`config.mk`:
```
export PLATFORM = sky130hd
export DESIGN_NAME = adcid_regs
export DESIGN_NICKNAME = d
export VERILOG_FILES = /design/src/adcid_pkg.sv /design/src/adcid_regs.sv /design/src/adcid_sync.sv
export SDC_FILE = /design/constraint.sdc
export NUM_CORES = 1
export LEC_CHECK = 0
export ABC_AREA = 1
export BUFFER_PORTS_ARGS = -buffer_cell sky130_fd_sc_hd__buf_2
export CAP_MARGIN = 20
export CORE_MARGIN = 1.5
export CORE_UTILIZATION = 40
export CTS_CLUSTER_DIAMETER = 40
export DETAILED_ROUTE_END_ITERATION = 8
export PLACE_DENSITY = 0.69
export RECOVER_POWER = 100
export SLEW_MARGIN = 20
export SYNTH_ARGS = -nofsm -noshare
export SYNTH_HDL_FRONTEND = slang
export SYNTH_HIERARCHICAL = 1
export SYNTH_SLANG_ARGS = --single-unit
```
`constraint.sdc`:
```
create_clock -name sys_clk -period 1.6 [get_ports sys_clk]
set_input_delay 0.4 -clock sys_clk [delete_from_list [all_inputs] [get_ports sys_clk]]
set_output_delay 0.4 -clock sys_clk [all_outputs]
set_load 0.02 [all_outputs]
```
`src/adcid_pkg.sv`:
```
// package: register map, field positions and reset values of the id/status pair
package adcid_pkg;
  localparam logic [7:0] ADCID_ADDR_ID = 8'h00;
  localparam logic [7:0] ADCID_ADDR_STATUS = 8'h01;
  localparam logic [7:0] ADCID_STATUS_RESET = 8'h80;
  localparam int ADCID_BIT_POR = 7;
  localparam int ADCID_BIT_NRDY = 6;
  localparam int ADCID_BIT_P_HI = 5;
  localparam int ADCID_BIT_P_LO = 4;
  localparam int ADCID_BIT_N_HI = 3;
  localparam int ADCID_BIT_N_LO = 2;
  localparam int ADCID_BIT_REF_L1 = 1;
  localparam int ADCID_BIT_REF_L0 = 0;
  localparam int ADCID_MODEL_W = 3;
  localparam int ADCID_RSVD_W = 5;
  localparam int ADCID_REFEN_W = 2;
  // startup count until ready, in device clocks
  localparam int ADCID_STARTUP_CYCLES = 16;
  typedef enum logic [1:0] {
    ADCID_ST_START = 2'b00,
    ADCID_ST_READY = 2'b01
  } adcid_state_t;
endpackage

```
`src/adcid_regs.sv`:
```
// identification and status register pair with monitor flag capture
// Function
// RL1 - upper id bits read-only reserved content
// RL2 - low id bits hold read-only model code
// RL3 - power-on flag reads one after reset
// RL4 - power-on flag cleared only by zero write
// RL5 - bit 6 shows not ready, zero when ready
// RL6 - bit 5: positive output near high rail
// RL7 - bit 4: positive output near low rail
// RL8 - bit 3: negative output near high rail
// RL9 - bit 2: negative output near low rail
// RL10 - bit 1: reference below third of supply
// RL11 - bit 0: reference below low level
// RL12 - rail flags gated by rail monitor enable
// RL13 - reference flags gated by two-bit enable
// RL14 - status at 01h, resets to 80h; the code reads C0h until startup ends, with not-ready bit 6 set
// RL15 - access via read/write commands; reset restores defaults
// RL16 - identification register at address 00h
// RL17 - rail/ref flags follow synced monitors, writes ignored
module adcid_regs
  import adcid_pkg::*;
#(
  parameter logic [ADCID_MODEL_W-1:0] MODEL_CODE = 3'h1, // arbitrary value
  parameter logic [ADCID_RSVD_W-1:0] RSVD_BITS = 5'h00, // arbitrary value
  parameter int STARTUP_CYCLES = ADCID_STARTUP_CYCLES
) (
  input wire logic sys_clk, // device clock, 50 MHz
  input wire logic resetn, // async reset, active low
  input wire logic [7:0] reg_addr, // register address from command decoder
  input wire logic reg_rd, // register_read_cmd strobe
  input wire logic reg_wr, // register_write_cmd strobe
  input wire logic [7:0] reg_wdata, // write data byte
  output logic [7:0] reg_rdata, // read data byte
  output logic reg_rvalid, // read data valid pulse
  input wire logic rail_monitor_enable, // rail monitor enable from 06h
  input wire logic [1:0] ref_monitor_enable, // reference monitor enables from 05h
  input wire logic mon_pos_hi, // comparator: positive output near high rail
  input wire logic mon_pos_lo, // comparator: positive output near low rail
  input wire logic mon_neg_hi, // comparator: negative output near high rail
  input wire logic mon_neg_lo, // comparator: negative output near low rail
  input wire logic mon_ref_l1, // comparator: reference below third supply
  input wire logic mon_ref_l0, // comparator: reference below low level
  output logic device_ready // startup finished
);
  localparam int CW = $clog2(STARTUP_CYCLES + 1);
  localparam logic [CW-1:0] CNT_END = CW'(STARTUP_CYCLES);

  logic [5:0] mon_sync;
  logic power_on_flag_q;
  logic pos_out_near_high_rail, pos_out_near_low_rail;
  logic neg_out_near_high_rail, neg_out_near_low_rail;
  logic ref_below_third_supply, ref_below_low_level;
  logic [CW-1:0] start_cnt_q;
  adcid_state_t state_q;
  logic [7:0] device_status, device_identification;

  adcid_sync #(.W(6)) u_sync (
    .sys_clk(sys_clk),
    .resetn(resetn),
    .async_in({mon_pos_hi, mon_pos_lo, mon_neg_hi, mon_neg_lo, mon_ref_l1, mon_ref_l0}),
    .sync_out(mon_sync)
  );

  // flags follow the synchronised monitors, no latching
  assign pos_out_near_high_rail = rail_monitor_enable & mon_sync[ADCID_BIT_P_HI]; // RL6 RL12 RL17
  assign pos_out_near_low_rail = rail_monitor_enable & mon_sync[ADCID_BIT_P_LO]; // RL7 RL12
  assign neg_out_near_high_rail = rail_monitor_enable & mon_sync[ADCID_BIT_N_HI]; // RL8 RL12
  assign neg_out_near_low_rail = rail_monitor_enable & mon_sync[ADCID_BIT_N_LO]; // RL9 RL12
  assign ref_below_third_supply = ref_monitor_enable[1] & mon_sync[ADCID_BIT_REF_L1]; // RL10 RL13
  assign ref_below_low_level = ref_monitor_enable[0] & mon_sync[ADCID_BIT_REF_L0]; // RL11 RL13

  // startup sequencing for the not-ready bit
  always_ff @(posedge sys_clk or negedge resetn)
  begin
    if (!resetn)
    begin
      state_q <= ADCID_ST_START;
      start_cnt_q <= '0;
    end
    else
    begin
      unique case (state_q)
        ADCID_ST_START:
        begin
          if (start_cnt_q == CNT_END)
            state_q <= ADCID_ST_READY;
          else
            start_cnt_q <= start_cnt_q + CW'(1);
        end
        ADCID_ST_READY:
          state_q <= ADCID_ST_READY;
        default:
          state_q <= ADCID_ST_START;
      endcase
    end
  end
  assign device_ready = (state_q == ADCID_ST_READY); // RL5

  // power-on flag: set by reset, cleared only by a zero write
  always_ff @(posedge sys_clk or negedge resetn)
  begin
    if (!resetn)
      power_on_flag_q <= ADCID_STATUS_RESET[ADCID_BIT_POR]; // RL3 RL14 RL15
    else if (reg_wr && reg_addr == ADCID_ADDR_STATUS && !reg_wdata[ADCID_BIT_POR])
      power_on_flag_q <= 1'b0; // RL4 RL17
  end

  always_comb
  begin
    device_status = '0;
    device_status[ADCID_BIT_POR] = power_on_flag_q;
    device_status[ADCID_BIT_NRDY] = ~device_ready; // RL5
    device_status[ADCID_BIT_P_HI] = pos_out_near_high_rail;
    device_status[ADCID_BIT_P_LO] = pos_out_near_low_rail;
    device_status[ADCID_BIT_N_HI] = neg_out_near_high_rail;
    device_status[ADCID_BIT_N_LO] = neg_out_near_low_rail;
    device_status[ADCID_BIT_REF_L1] = ref_below_third_supply;
    device_status[ADCID_BIT_REF_L0] = ref_below_low_level;
  end
  assign device_identification = {RSVD_BITS, MODEL_CODE}; // RL1 RL2

  // read data registered one cycle after the read strobe
  always_ff @(posedge sys_clk or negedge resetn)
  begin
    if (!resetn)
    begin
      reg_rdata <= '0;
      reg_rvalid <= 1'b0;
    end
    else
    begin
      reg_rvalid <= reg_rd;
      if (reg_rd)
      begin
        if (reg_addr == ADCID_ADDR_ID)
          reg_rdata <= device_identification; // RL16
        else if (reg_addr == ADCID_ADDR_STATUS)
          reg_rdata <= device_status; // RL14
        else
          reg_rdata <= '0;
      end
    end
  end

  // edges since reset release, saturating; read only by the startup check
  localparam int SW = CW + 1;
  logic [SW-1:0] since_rst_q;

  always_ff @(posedge sys_clk or negedge resetn)
  begin
    if (!resetn)
      since_rst_q <= '0;
    else if (!since_rst_q[SW-1])
      since_rst_q <= since_rst_q + SW'(1);
  end

  // power-on flag
  chk_por_clear_only: assert property (@(posedge sys_clk) disable iff (!resetn) // RL4
    $fell(power_on_flag_q) |-> $past(reg_wr) && $past(reg_addr) == ADCID_ADDR_STATUS)
    else $error("power-on flag cleared without write");
  chk_por_write_clear: assert property (@(posedge sys_clk) disable iff (!resetn) // RL4
    reg_wr && reg_addr == ADCID_ADDR_STATUS && !reg_wdata[ADCID_BIT_POR] |=> !power_on_flag_q)
    else $error("zero write did not clear power-on flag");
  chk_por_write_keep: assert property (@(posedge sys_clk) disable iff (!resetn) // RL4
    power_on_flag_q && !(reg_wr && reg_addr == ADCID_ADDR_STATUS && !reg_wdata[ADCID_BIT_POR])
      |=> power_on_flag_q)
    else $error("power-on flag lost without zero write");
  chk_por_after_reset: assert property (@(posedge sys_clk) // RL3
    $rose(resetn) |-> power_on_flag_q)
    else $error("power-on flag not set after reset");

  // startup and readiness
  chk_ready_time: assert property (@(posedge sys_clk) // RL5
    $rose(resetn) |-> ##[1:300] device_ready)
    else $error("device never became ready");
  chk_ready_count: assert property (@(posedge sys_clk) disable iff (!resetn) // RL5
    device_ready == (since_rst_q > SW'(STARTUP_CYCLES)))
    else $error("ready bit off its startup count");
  chk_ready_hold: assert property (@(posedge sys_clk) disable iff (!resetn) // RL5
    device_ready |=> device_ready)
    else $error("ready bit dropped without reset");

  // register access
  chk_rvalid_pulse: assert property (@(posedge sys_clk) disable iff (!resetn) // RL15
    reg_rvalid == $past(reg_rd))
    else $error("read valid not one cycle after strobe");
  chk_rdata_hold: assert property (@(posedge sys_clk) disable iff (!resetn) // RL15
    !reg_rd |=> $stable(reg_rdata))
    else $error("read data changed without a read");
  chk_id_read: assert property (@(posedge sys_clk) disable iff (!resetn) // RL1 RL2
    reg_rd && reg_addr == ADCID_ADDR_ID |=> reg_rvalid && reg_rdata == {RSVD_BITS, MODEL_CODE})
    else $error("id read returned wrong content");
  chk_status_read: assert property (@(posedge sys_clk) disable iff (!resetn) // RL14
    reg_rd && reg_addr == ADCID_ADDR_STATUS
      |=> reg_rdata[ADCID_BIT_POR] == $past(power_on_flag_q))
    else $error("status read lost power-on flag");
  chk_unmapped_read: assert property (@(posedge sys_clk) disable iff (!resetn) // RL16
    reg_rd && reg_addr != ADCID_ADDR_ID && reg_addr != ADCID_ADDR_STATUS
      |=> reg_rdata == 8'h00)
    else $error("unmapped read returned data");

  // monitor flags, two cycles behind the comparators
  chk_rail_gated: assert property (@(posedge sys_clk) disable iff (!resetn) // RL12
    !rail_monitor_enable |-> device_status[ADCID_BIT_P_HI:ADCID_BIT_N_LO] == 4'h0)
    else $error("rail flag set while monitor off");
  chk_ref_gated: assert property (@(posedge sys_clk) disable iff (!resetn) // RL13
    (ref_monitor_enable == 2'h0) |-> device_status[ADCID_BIT_REF_L1:ADCID_BIT_REF_L0] == 2'h0)
    else $error("reference flag set while monitor off");
  chk_rail_follow: assert property (@(posedge sys_clk) disable iff (!resetn) // RL6
    resetn && mon_pos_hi |-> ##2 (pos_out_near_high_rail == rail_monitor_enable))
    else $error("rail flag did not follow monitor");
  chk_rail_clear: assert property (@(posedge sys_clk) disable iff (!resetn) // RL6
    resetn && !mon_pos_hi |-> ##2 !pos_out_near_high_rail)
    else $error("rail flag set without monitor");
  chk_pos_low_follow: assert property (@(posedge sys_clk) disable iff (!resetn) // RL7
    resetn && mon_pos_lo |-> ##2 (pos_out_near_low_rail == rail_monitor_enable))
    else $error("low rail flag did not follow monitor");
  chk_neg_high_follow: assert property (@(posedge sys_clk) disable iff (!resetn) // RL8
    resetn && mon_neg_hi |-> ##2 (neg_out_near_high_rail == rail_monitor_enable))
    else $error("negative high rail flag did not follow monitor");
  chk_neg_low_follow: assert property (@(posedge sys_clk) disable iff (!resetn) // RL9
    resetn && mon_neg_lo |-> ##2 (neg_out_near_low_rail == rail_monitor_enable))
    else $error("negative low rail flag did not follow monitor");
  chk_ref_follow: assert property (@(posedge sys_clk) disable iff (!resetn) // RL11
    resetn && mon_ref_l0 |-> ##2 (ref_below_low_level == ref_monitor_enable[0]))
    else $error("reference flag did not follow monitor");
  chk_ref_clear: assert property (@(posedge sys_clk) disable iff (!resetn) // RL11
    resetn && !mon_ref_l0 |-> ##2 !ref_below_low_level)
    else $error("reference flag set without monitor");
  chk_ref_third_follow: assert property (@(posedge sys_clk) disable iff (!resetn) // RL10
    resetn && mon_ref_l1 |-> ##2 (ref_below_third_supply == ref_monitor_enable[1]))
    else $error("third-supply flag did not follow monitor");
  chk_ref_third_clear: assert property (@(posedge sys_clk) disable iff (!resetn) // RL10
    resetn && !mon_ref_l1 |-> ##2 !ref_below_third_supply)
    else $error("third-supply flag set without monitor");
endmodule // adcid_regs

```
`src/adcid_sync.sv`:
```
// two-flop level synchroniser for the monitor comparator outputs
module adcid_sync #(
  parameter int W = 6
) (
  input wire logic sys_clk, // device clock
  input wire logic resetn, // async reset, active low
  input wire logic [W-1:0] async_in, // raw comparator levels
  output logic [W-1:0] sync_out // synchronised levels
);
  logic [W-1:0] meta_q;

  always_ff @(posedge sys_clk or negedge resetn)
  begin
    if (!resetn)
    begin
      meta_q <= '0;
      sync_out <= '0;
    end
    else
    begin
      meta_q <= async_in;
      sync_out <= meta_q;
    end
  end
endmodule // adcid_sync

```
## Word level (Yosys, flattened, before mapping)

Cells that the tools add are included.

| word-level totals | value |
|---|---|
| flip-flop bits (word level) | 29 |
| bits in latches | 0 |
| bits in writable memories | 0 |
| bits in read-only memories | 0 |
| input bits | 29 |
| output and inout port bits | 10 |
| word-level logic and storage cells | 30 |
| memories | 0 |

| operators by class | value |
|---|---|
| add/sub/neg operators | 1 |
| multipliers | 0 |
| div/mod/pow operators | 0 |
| order comparisons | 0 |
| eq/ne operators | 4 |
| shift operators | 0 |
| mux-type cells | 4 |
| bitwise logic cells | 8 |
| reductions and logical operators | 6 |

Operators with widths:

| kind | number |
|---|---|
| 2-to-1 mux 8 bit | 2 |
| == test 8 x 1 -> 1 bit, second input constant | 1 |
| logical NOT 8 bit | 1 |
| AND 1 bit | 6 |
| adder 5 x 1 -> 5 bit, second input constant | 1 |
| == test 5 bit, second input constant | 1 |
| one-hot mux 2 bit (2 select lines) | 1 |
| == test 2 x 1 -> 1 bit, second input constant | 1 |
| logical AND 1 bit | 2 |
| logical NOT 2 bit | 1 |
| 2-to-1 mux 2 bit | 1 |
| inequality test 2 bit, second input constant | 1 |
| inverter 1 bit | 2 |
| AND reduction 2 bit | 1 |
| logical NOT 1 bit | 1 |

## Depth between registers and ports, before layout

Gate-level depths: netlist of run 1.

| logic depth | value |
|---|---|
| depth after elaboration | 4 |
| gate-level depth with buffers | 9 |

## By module

The synthesis of run 1 kept the hierarchy.

By module, submodules not included:

| module | times used | cells an instance | area each (µm²) | sequential area each (µm²) |
|---|---|---|---|---|
| adcid_regs | 1 | 97 | 792.0 | 401.6 |
| adcid_sync | 1 | 12 | 300.3 | 300.3 |

## Least setup slack after synthesis of run 1

No wires, ideal clock.

| timing | value |
|---|---|
| kind | flip-flop to flip-flop |
| start | register start_cnt_q[0] |
| end | register start_cnt_q[3] |
| library setup time | 0.126 ns |
| arrival | 0.967 ns |
| required time | 1.474 ns |
| slack | 0.507 ns |
| cell stages (with the launch flop) | 10 |
| buffers on the path | 0 |
| path through | dfrtp_1 > inv_1 > ha_1 > nand2_1 > inv_1 > nand2_1 > nand2_2 > inv_2 > nand2_1 > o21ai_0 |

| on the way | value |
|---|---|
| word-level cells in the longest chain between the ends | 3 |
| elaborated cells between the ends (all ways) | 4 |

RTL lines:

| element | RTL line | text |
|---|---|---|
| start: declaration | adcid_regs.sv:53 | `logic [CW-1:0] start_cnt_q;` |
| start signal: assignment | adcid_regs.sv:88 | `start_cnt_q <= start_cnt_q + CW'(1);` |
| parallel branches: the longest is 3 deep, another holds adder 5 x 1 -> 5 bit | n/a |  |

Parallel ways; which one is timed is not known.
A chain may end at the register's enable or synchronous reset.

## Worst setup path after layout of run 1

| timing | value |
|---|---|
| start | register reg_rdata[4] |
| end | output port reg_rdata[4] |

RTL lines:

| element | RTL line | text |
|---|---|---|
| start: declaration | adcid_regs.sv:33 | `output logic [7:0] reg_rdata,` |
| start signal: assignment | adcid_regs.sv:136 | `reg_rdata <= device_identification;` |
| start signal: assignment | adcid_regs.sv:138 | `reg_rdata <= device_status;` |

No word-level cell between the ends.

==> flow_summary_export.csv, run 1 <==
group,metric,value,unit
flow_run,max_cap_viol_count,0,
timing,final.min_clock_period,1359,ps
route,drc,0,
timing,finalMaxSlewViolations,0,
final_layout,fin_util,50.99,%
min_path,min_path_type,"in -> async",
final_layout,antennaDiodeCount,0,
die,row_count,18,
die,ios,39,
placement,dp_hpwl,1253,um
setup_path,worst-path-buf-inv,1,
setup_path,critical_path_class,"reg -> out",
route,drt_iter0_drc,18,
yosys,synth_cells,109,
global_route,grt_pass1_wl,2987,um
route,dr.pass1.iters,6,
setup_path,end_kind,"primary output",
placement,gp_congestion,0.8246,
timing,finClkSkew,2.350,ps
clock_tree,post_cts_resized,0,
die,die_h,55.26,um
die,coreArea,2522,um2
yosys,synth_nets,140,
setup_path,crit_required,1200,ps
clock_tree,cts_tree,"built",
route,drt.antenna.violating_nets,0,
timing,max_freq,0.7361,GHz
final_layout,area_growth,17.75,%
die,dieArea,3053,um2
die,initial_core_util,43.30,%
setup_path,reg2reg_depth,9,
setup_path,slowest_stage,"dfrtp_1",
timing,rsz0062_at_grt,"no",
setup_path,slowest_delay,400,ps
setup_path,crit_fanout,2,
timing,hold_viol,0,
route,routedWlPerCell,10.12,um
clock_tree,root_buffer,"clkbuf_4",
final_layout,nets,175,
clock_tree,post-cts-setup-buffers,0,
route,via_per_inst,4.353,
global_route,antenna_found_initial,0,
power_and_ir_drop,powerDensity,889.3,nW/um2
setup_path,worstPathCellList,"clkbuf_1",
timing,setup_tns,0,ps
setup_path,crit_family,"flip-flops",
timing,max_slew_margin,47.51,%
clock_tree,clock_latency,320,ps
yosys,ys_ff_latch,28,
final_layout,drive_above_1_share,20.28,%
setup_path,cp.arrival,960,ps
setup_path,r2r-end,"start_cnt_q[1]",
power_and_ir_drop,leakage,0.7085,nW
yosys,syn_area,1092,um2
yosys,yosysWarnings,6,
yosys,avgSynthCellArea,10.02,um2
global_route,first_global_vias,710,
timing,worst_pin_slew,781.3,ps
clock_tree,cts_made_buffers,3,
timing,setup_viol,0,
global_route,grt_max_degree,29,
route,routed_wl,1751,um
setup_path,crit_path_start_kind,"register",
die,dieWidth,55.26,um
power_and_ir_drop,ir_worst_vdd,0.0005259,V
final_layout,fillers,242,
route,vias,753,
placement,port_buffers,31,
global_route,grt_usage,12.41,%
clock_tree,holdBufCountCts,0,
clock_tree,htree_levels,1,
yosys,synth_seq_area_share,64.26,%
clock_tree,clock-sinks,28,
yosys,yosysUniqueCellTypes,18,
clock_tree,cts_buffer_depth,2,
global_route,grt-ovfl-total,0,
setup_path,r2r-start,"start_cnt_q[0]",
timing,post-route-period-util,84.91,%
status,status,"completed",
setup_path,reg2reg_slack,270,ps
clock_tree,path_clk_slew,150,ps
==> synthesized netlist by cell type (all sizes together) <==
cell	count	area, um2
nand2	30	120.1
nor3	1	16.27
nand3	9	45.04
dfstp	1	26.28
xnor2	2	17.52
xor2	2	17.52
nor2	10	42.54
a21boi	1	7.510
o21ai	3	15.01
ha	2	25.02
nand4	1	6.260
buf	1	5.000
inv	18	67.57
dfrtp	27	675.7
a21oi	1	5.000
==> layout by cell type (no fill, tap or decap) <==
cell type  Yosys  final
nor3_1         0      1
nand2_1       27     28
inv_2          2      1
dfstp_2        1      1
nand3_1        9      9
clkbuf_8       0      1
nor2_1         8      9
a21boi_0       1      1
nand4_1        1      1
buf_2          1     20
inv_1         16     17
ha_1           2      2
xor2_1         2      2
clkbuf_1       0     11
clkbuf_4       0      3
nor2_2         2      1
xnor2_1        2      2
o21ai_0        3      3
nand2_2        3      2
dfrtp_1       27     27
a21oi_1        1      1
==> registers in the layout, indices dropped and copies added, names as in the netlist <==
signal / flops
state_q: 1
reg_rvalid: 1
reg_rdata: 8
start_cnt_q: 5
u_sync/meta_q: 6
u_sync/sync_out: 6
power_on_flag_q: 1
==> worst max path at each step <==
stage                         from               to  depth (start not counted)
finish                reg_rdata[4]     reg_rdata[4]                          1
global route        start_cnt_q[0]   start_cnt_q[1]                          9
CTS                   reg_rdata[2]     reg_rdata[2]                          1
detailed placement     reg_addr[1]  power_on_flag_q                          5
global placement       reg_addr[7]     reg_rdata[3]                          6
floorplan           start_cnt_q[0]   start_cnt_q[3]                          9
==> layer usage <==
| layer | track usage [%] | routed length [um] | up-vias |
|---|---|---|---|
| met2 | 19.05 | 743 | 33 |
| li1 | - | - | 397 |
| met1 | 16.51 | 866 | 321 |
| met4 | 6.272 | 12 | 0 |
| met5 | 0 | 0 | - |
| met3 | 2.810 | 127 | 2 |
==> cell families (layout without fill, tap and decap cells) <==
group,count (synthesis),after routing,synth area share (%)
xor gates and xnor gates,4,4,3.208
and+or+nand+nor,51,51,21.08
buffers and inverters,19,53,6.644
AOI/OAI and AO/OA,5,5,2.519
DFF,28,28,64.26
adders and majority gates,2,2,2.291
==> layout make-up <==
type | count | area, um2 | area share (%)
flip-flops and latches | 28 | 701.9 | 54.57
multi-input cells | 62 | 301.5 | 23.44
repair buffers | 31 | 141.4 | 10.99
inverters | 18 | 67.56 | 5.253
well taps | 30 | 37.54 | 2.918
clock buffers | 4 | 36.28 | 2.821
==> report_power, final <==
group | leakage (nW) | internal, W | switching (W) | total [W]
combinational | 0.342 | 0.0000271 | 0.0000443 | 0.0000714
sequential | 0.346 | 0.000726 | 0.00000482 | 0.000731
clock | 0.0210 | 0.000139 | 0.000202 | 0.000342
total | 0.709 | 0.000892 | 0.000252 | 0.00114
==> per-stage QoR <==
step | cell area (um2) | instances | hold WS, ps | total power (W) | setup slack (ps)
2_1_floorplan | 1092 | 109 | 104.4 | 0.0007725 | 506.9
4_1_cts | 1316 | 173 | 73.74 | 0.001160 | 281.0
6_report | 1286 | 173 | 44.94 | 0.001144 | 241.5
5_1_grt | 1286 | 173 | 89.17 | 0.001196 | 103.3
3_5_place_dp | 1280 | 169 | 334.7 | 0.0008210 | 366.5
3_3_place_gp | 1280 | 169 | 332.1 | 0.0008178 | 377.2
No activity file was read; power rests on OpenSTA's default activity.
==> run 2, diff against run 1 <==
--- a/config.mk
+++ b/config.mk
@@ -5,14 +5,14 @@
 export SDC_FILE = /design/constraint.sdc
 export NUM_CORES = 1
 export LEC_CHECK = 0
-export ABC_AREA = 1
+export ABC_AREA = 0
 export BUFFER_PORTS_ARGS = -buffer_cell sky130_fd_sc_hd__buf_2
 export CAP_MARGIN = 20
 export CORE_MARGIN = 1.5
 export CORE_UTILIZATION = 40
 export CTS_CLUSTER_DIAMETER = 40
 export DETAILED_ROUTE_END_ITERATION = 8
-export PLACE_DENSITY = 0.69
+export PLACE_DENSITY = 0.72
 export RECOVER_POWER = 100
 export SLEW_MARGIN = 20
 export SYNTH_ARGS = -nofsm -noshare
==> constraint.sdc (replaced) <==
create_clock -name sys_clk -period 1.2 [get_ports sys_clk]
set_input_delay 0.3 -clock sys_clk [delete_from_list [all_inputs] [get_ports sys_clk]]
set_output_delay 0.3 -clock sys_clk [all_outputs]
set_load 0.02 [all_outputs]
==> run 2 against run 1 <==
Via count is 5.4% lower. Largest cell class unchanged. Total power is 31% higher. Worst hold slack better by 29 ps. First-iteration DRC count is 50% lower. Sequential cell count stayed put. Clock skew is 1.0 ps higher. Critical path type unchanged. Sequential share of layout area is 4.4 points lower. Cell area is 9.0% higher. Critical endpoint is now device_ready. Setup slack worse by 240 ps.
==> flow_summary_export.csv, run 2 <==
group,metric,value,unit
global_route,grt_usage,13.67,%
timing,holdWs,74.28,ps
yosys,synth_seq_area_share,68.83,%
yosys,yosysUniqueCellTypes,22,
final_layout,nets,154,
die,dieArea,2861,um2
final_layout,largest-register,"reg_rdata",
setup_path,r2r-end,"start_cnt_q[1]",
yosys,synth_commonest_cells,"27 x dfrtp_1, 12 x inv_1, 7 x nand3_1, 7 x o22ai_1",
clock_tree,clock_latency,320,ps
setup_path,endpoint,"device_ready",
timing,final.min_clock_period,1194,ps
setup_path,end_kind,"primary output",
yosys,synth_edf_count,0,
setup_path,cp.arrival,890,ps
setup_path,crit_start,"state_q[0]",
die,die_h,53.49,um
setup_path,crit_fanout,3,
final_layout,final_cell_mix,"26 x dfrtp_1, 21 x buf_2, 11 x inv_1, 9 x buf_6",
timing,post-route-period-util,99.50,%
yosys,ys_ff_latch,28,
setup_path,slowest_delay,450,ps
status,status,"completed",
die,ios,39,
clock_tree,root_buffer,"clkbuf_4",
yosys,ys_dominant_reg_cell,"dfrtp_1",
timing,timing.final.ws_setup,5.970,ps
placement,dp_hpwl,1190,um
setup_path,critical_path_class,"reg -> out",
global_route,antenna_found_initial,0,
setup_path,r2r-start,"state_q[0]",
yosys,synth_adder_area_share,2.454,%
yosys,synth_most_common_cell,"dfrtp_1",
setup_path,crit_path_start_kind,"register",
timing,worst_pin_slew,658.3,ps
clock_tree,htree_levels,1,
setup_path,crit_family,"flip-flops",
power_and_ir_drop,swShare,20.56,%
route,drc,0,
power_and_ir_drop,combPwrFrac,5.6,%
clock_tree,cts_buffer_depth,2,
final_layout,fillers,210,
clock_tree,cts_tree,"built",
power_and_ir_drop,p_seq_share,65.0,%
route,routedWlPerCell,10.93,um
power_and_ir_drop,p_switching,0.0003072,W
final_layout,antennaDiodeCount,0,
setup_path,reg2reg_depth,3,
global_route,first_global_vias,714,
timing,hold_viol,0,
global_route,grt-ovfl-total,0,
final_layout,layout_commonest_cell,"dfrtp_1",
global_route,grt_max_degree,29,
yosys,synth_compound_area_share,8.712,%
route,dr.pass1.iters,4,
route,routed_wl,1662,um
die,dieWidth,53.49,um
power_and_ir_drop,ir_worst_vdd,0.0006429,V
power_and_ir_drop,clkPwrFrac,29.4,%
yosys,synth_top_family_by_area,"simple AND/OR/NAND/NOR gates",
yosys,syn_area,1020,um2
route,via_per_inst,4.684,
route,drt.antenna.violating_nets,0,
yosys,avgSynthCellArea,13.24,um2
yosys,synth_mux_area_share,1.104,%
route,vias,712,
setup_path,worstPathCellList,"buf_6",
power_and_ir_drop,p_int,0.001187,W
die,row_count,18,
setup_path,path_depth,1,
setup_path,crit_required,900,ps
min_path,min_path_type,"in -> reg",
yosys,synth_cells,77,
placement,gp_congestion,0.6881,
yosys,synth_nets,108,
yosys,synth_simple_gate_area_share,11.41,%
global_route,grt_pass1_wl,2760,um
timing,finClkSkew,3.353,ps
placement,port_buffers,31,
power_and_ir_drop,powerDensity,1065,nW/um2
timing,max_freq,0.8375,GHz
power_and_ir_drop,leakage,0.6383,nW
setup_path,slowest_stage,"dfrtp_2",
final_layout,largest_reg_flops,8,
timing,max_slew_margin,56.12,%
placement,place_area,1260,um2
die,initial_core_util,41.54,%
clock_tree,path_clk_slew,140,ps
yosys,yosysTopAreaCell,"dfrtp_1",
yosys,synth_top_cell_area_share,66.26,%
yosys,synth_top_cells_by_area,"dfrtp_1 66%, inv_1 4.4%, o22ai_1 4.3%",
yosys,synth_xor_area_share,2.577,%
route,drt_iter0_drc,9,
die,coreArea,2455,um2
clock_tree,clock-sinks,28,
final_layout,drive_above_1_share,43.44,%
yosys,ys_async_sr_fraction,100.0,%
timing,setup_viol,0,
timing,finalMaxSlewViolations,0,
timing,rsz0062_at_grt,"yes",
setup_path,worst-path-buf-inv,1,
final_layout,area_growth,37.55,%
placement,pre_cts_ws,-9.480,ps
final_layout,final_area,1403,um2
flow_run,max_cap_viol_count,0,
setup_path,reg2reg_slack,6,ps
yosys,yosysWarnings,6,
clock_tree,cts_made_buffers,3,
final_layout,reg_top3,"reg_rdata x8, u_sync/meta_q x6, u_sync/sync_out x6",
run 2: worst min-delay path by stage:
stage	cells after the start	slack, ps	startpoint	to
finish	1	70	mon_neg_lo	u_sync/meta_q[2]
global route	1	50	mon_neg_lo	u_sync/meta_q[2]
CTS	1	60	mon_neg_lo	u_sync/meta_q[2]
detailed placement	2	320	resetn	reg_rdata[4]
global placement	2	300	resetn	reg_rdata[3]
floorplan	0	4	resetn	reg_rdata[0]
run 2: metal layers:
metal	routed length, um	GRT usage, %	vias to the layer above
li1	-	-	350
met1	678	15.63	338
met2	869	22.63	22
met3	98	3.107	2
met4	15	8.974	0
met5	0	0	-
run 2: metrics by stage:
step | total power, W | std cells | utilization (%) | setup TNS [ps]
finish | 0.001494 | 152 | 57.14 | 0
CTS | 0.001517 | 150 | 54.43 | -53.40
detailed placement | 0.001076 | 142 | 51.33 | -9.480
global route | 0.001561 | 152 | 57.14 | -179.5
global placement | 0.001072 | 142 | 51.33 | 0
floorplan | 0.001007 | 77 | - | 0
run 2: area by class of cell:
| class | count | area, um2 | share of cell area [%] |
|---|---|---|---|
| clock buffer | 4 | 36.28 | 2.587 |
| inverter | 12 | 45.04 | 3.211 |
| multi-input combinational | 36 | 291.5 | 20.78 |
| sequential | 28 | 703.2 | 50.13 |
| tap | 30 | 37.54 | 2.676 |
| timing repair buffer | 42 | 289.0 | 20.61 |
run 2: what timing repair did:
item                       4_1_cts  5_1_grt
hold buffers                     1        0
buffers inserted                 3        2
pin swaps                        2        1
setup endpoints to repair        3       12
hold endpoints to repair        27        0
resized for setup                3       19
run 2: cell families after synthesis:
kind of cell	Yosys count
AND/OR/NAND/NOR	18
adder cells (fa/ha/maj)	2
flip-flops	28
XOR/XNOR	3
AO/OA/AOI/OAI	12
buffers and inverters	13
multiplexers	1
run 2: power groups by stage:
stage	logic (W)	clock network (W)	registers (W)
final	0.0000837	0.000439	0.000972
after global routing	0.0000956	0.000491	0.000975
after CTS	0.0000889	0.000456	0.000972
after detailed placement	0.0000862	0	0.000990
after global placement	0.0000831	0	0.000988
after floorplan	0.0000162	0	0.000991
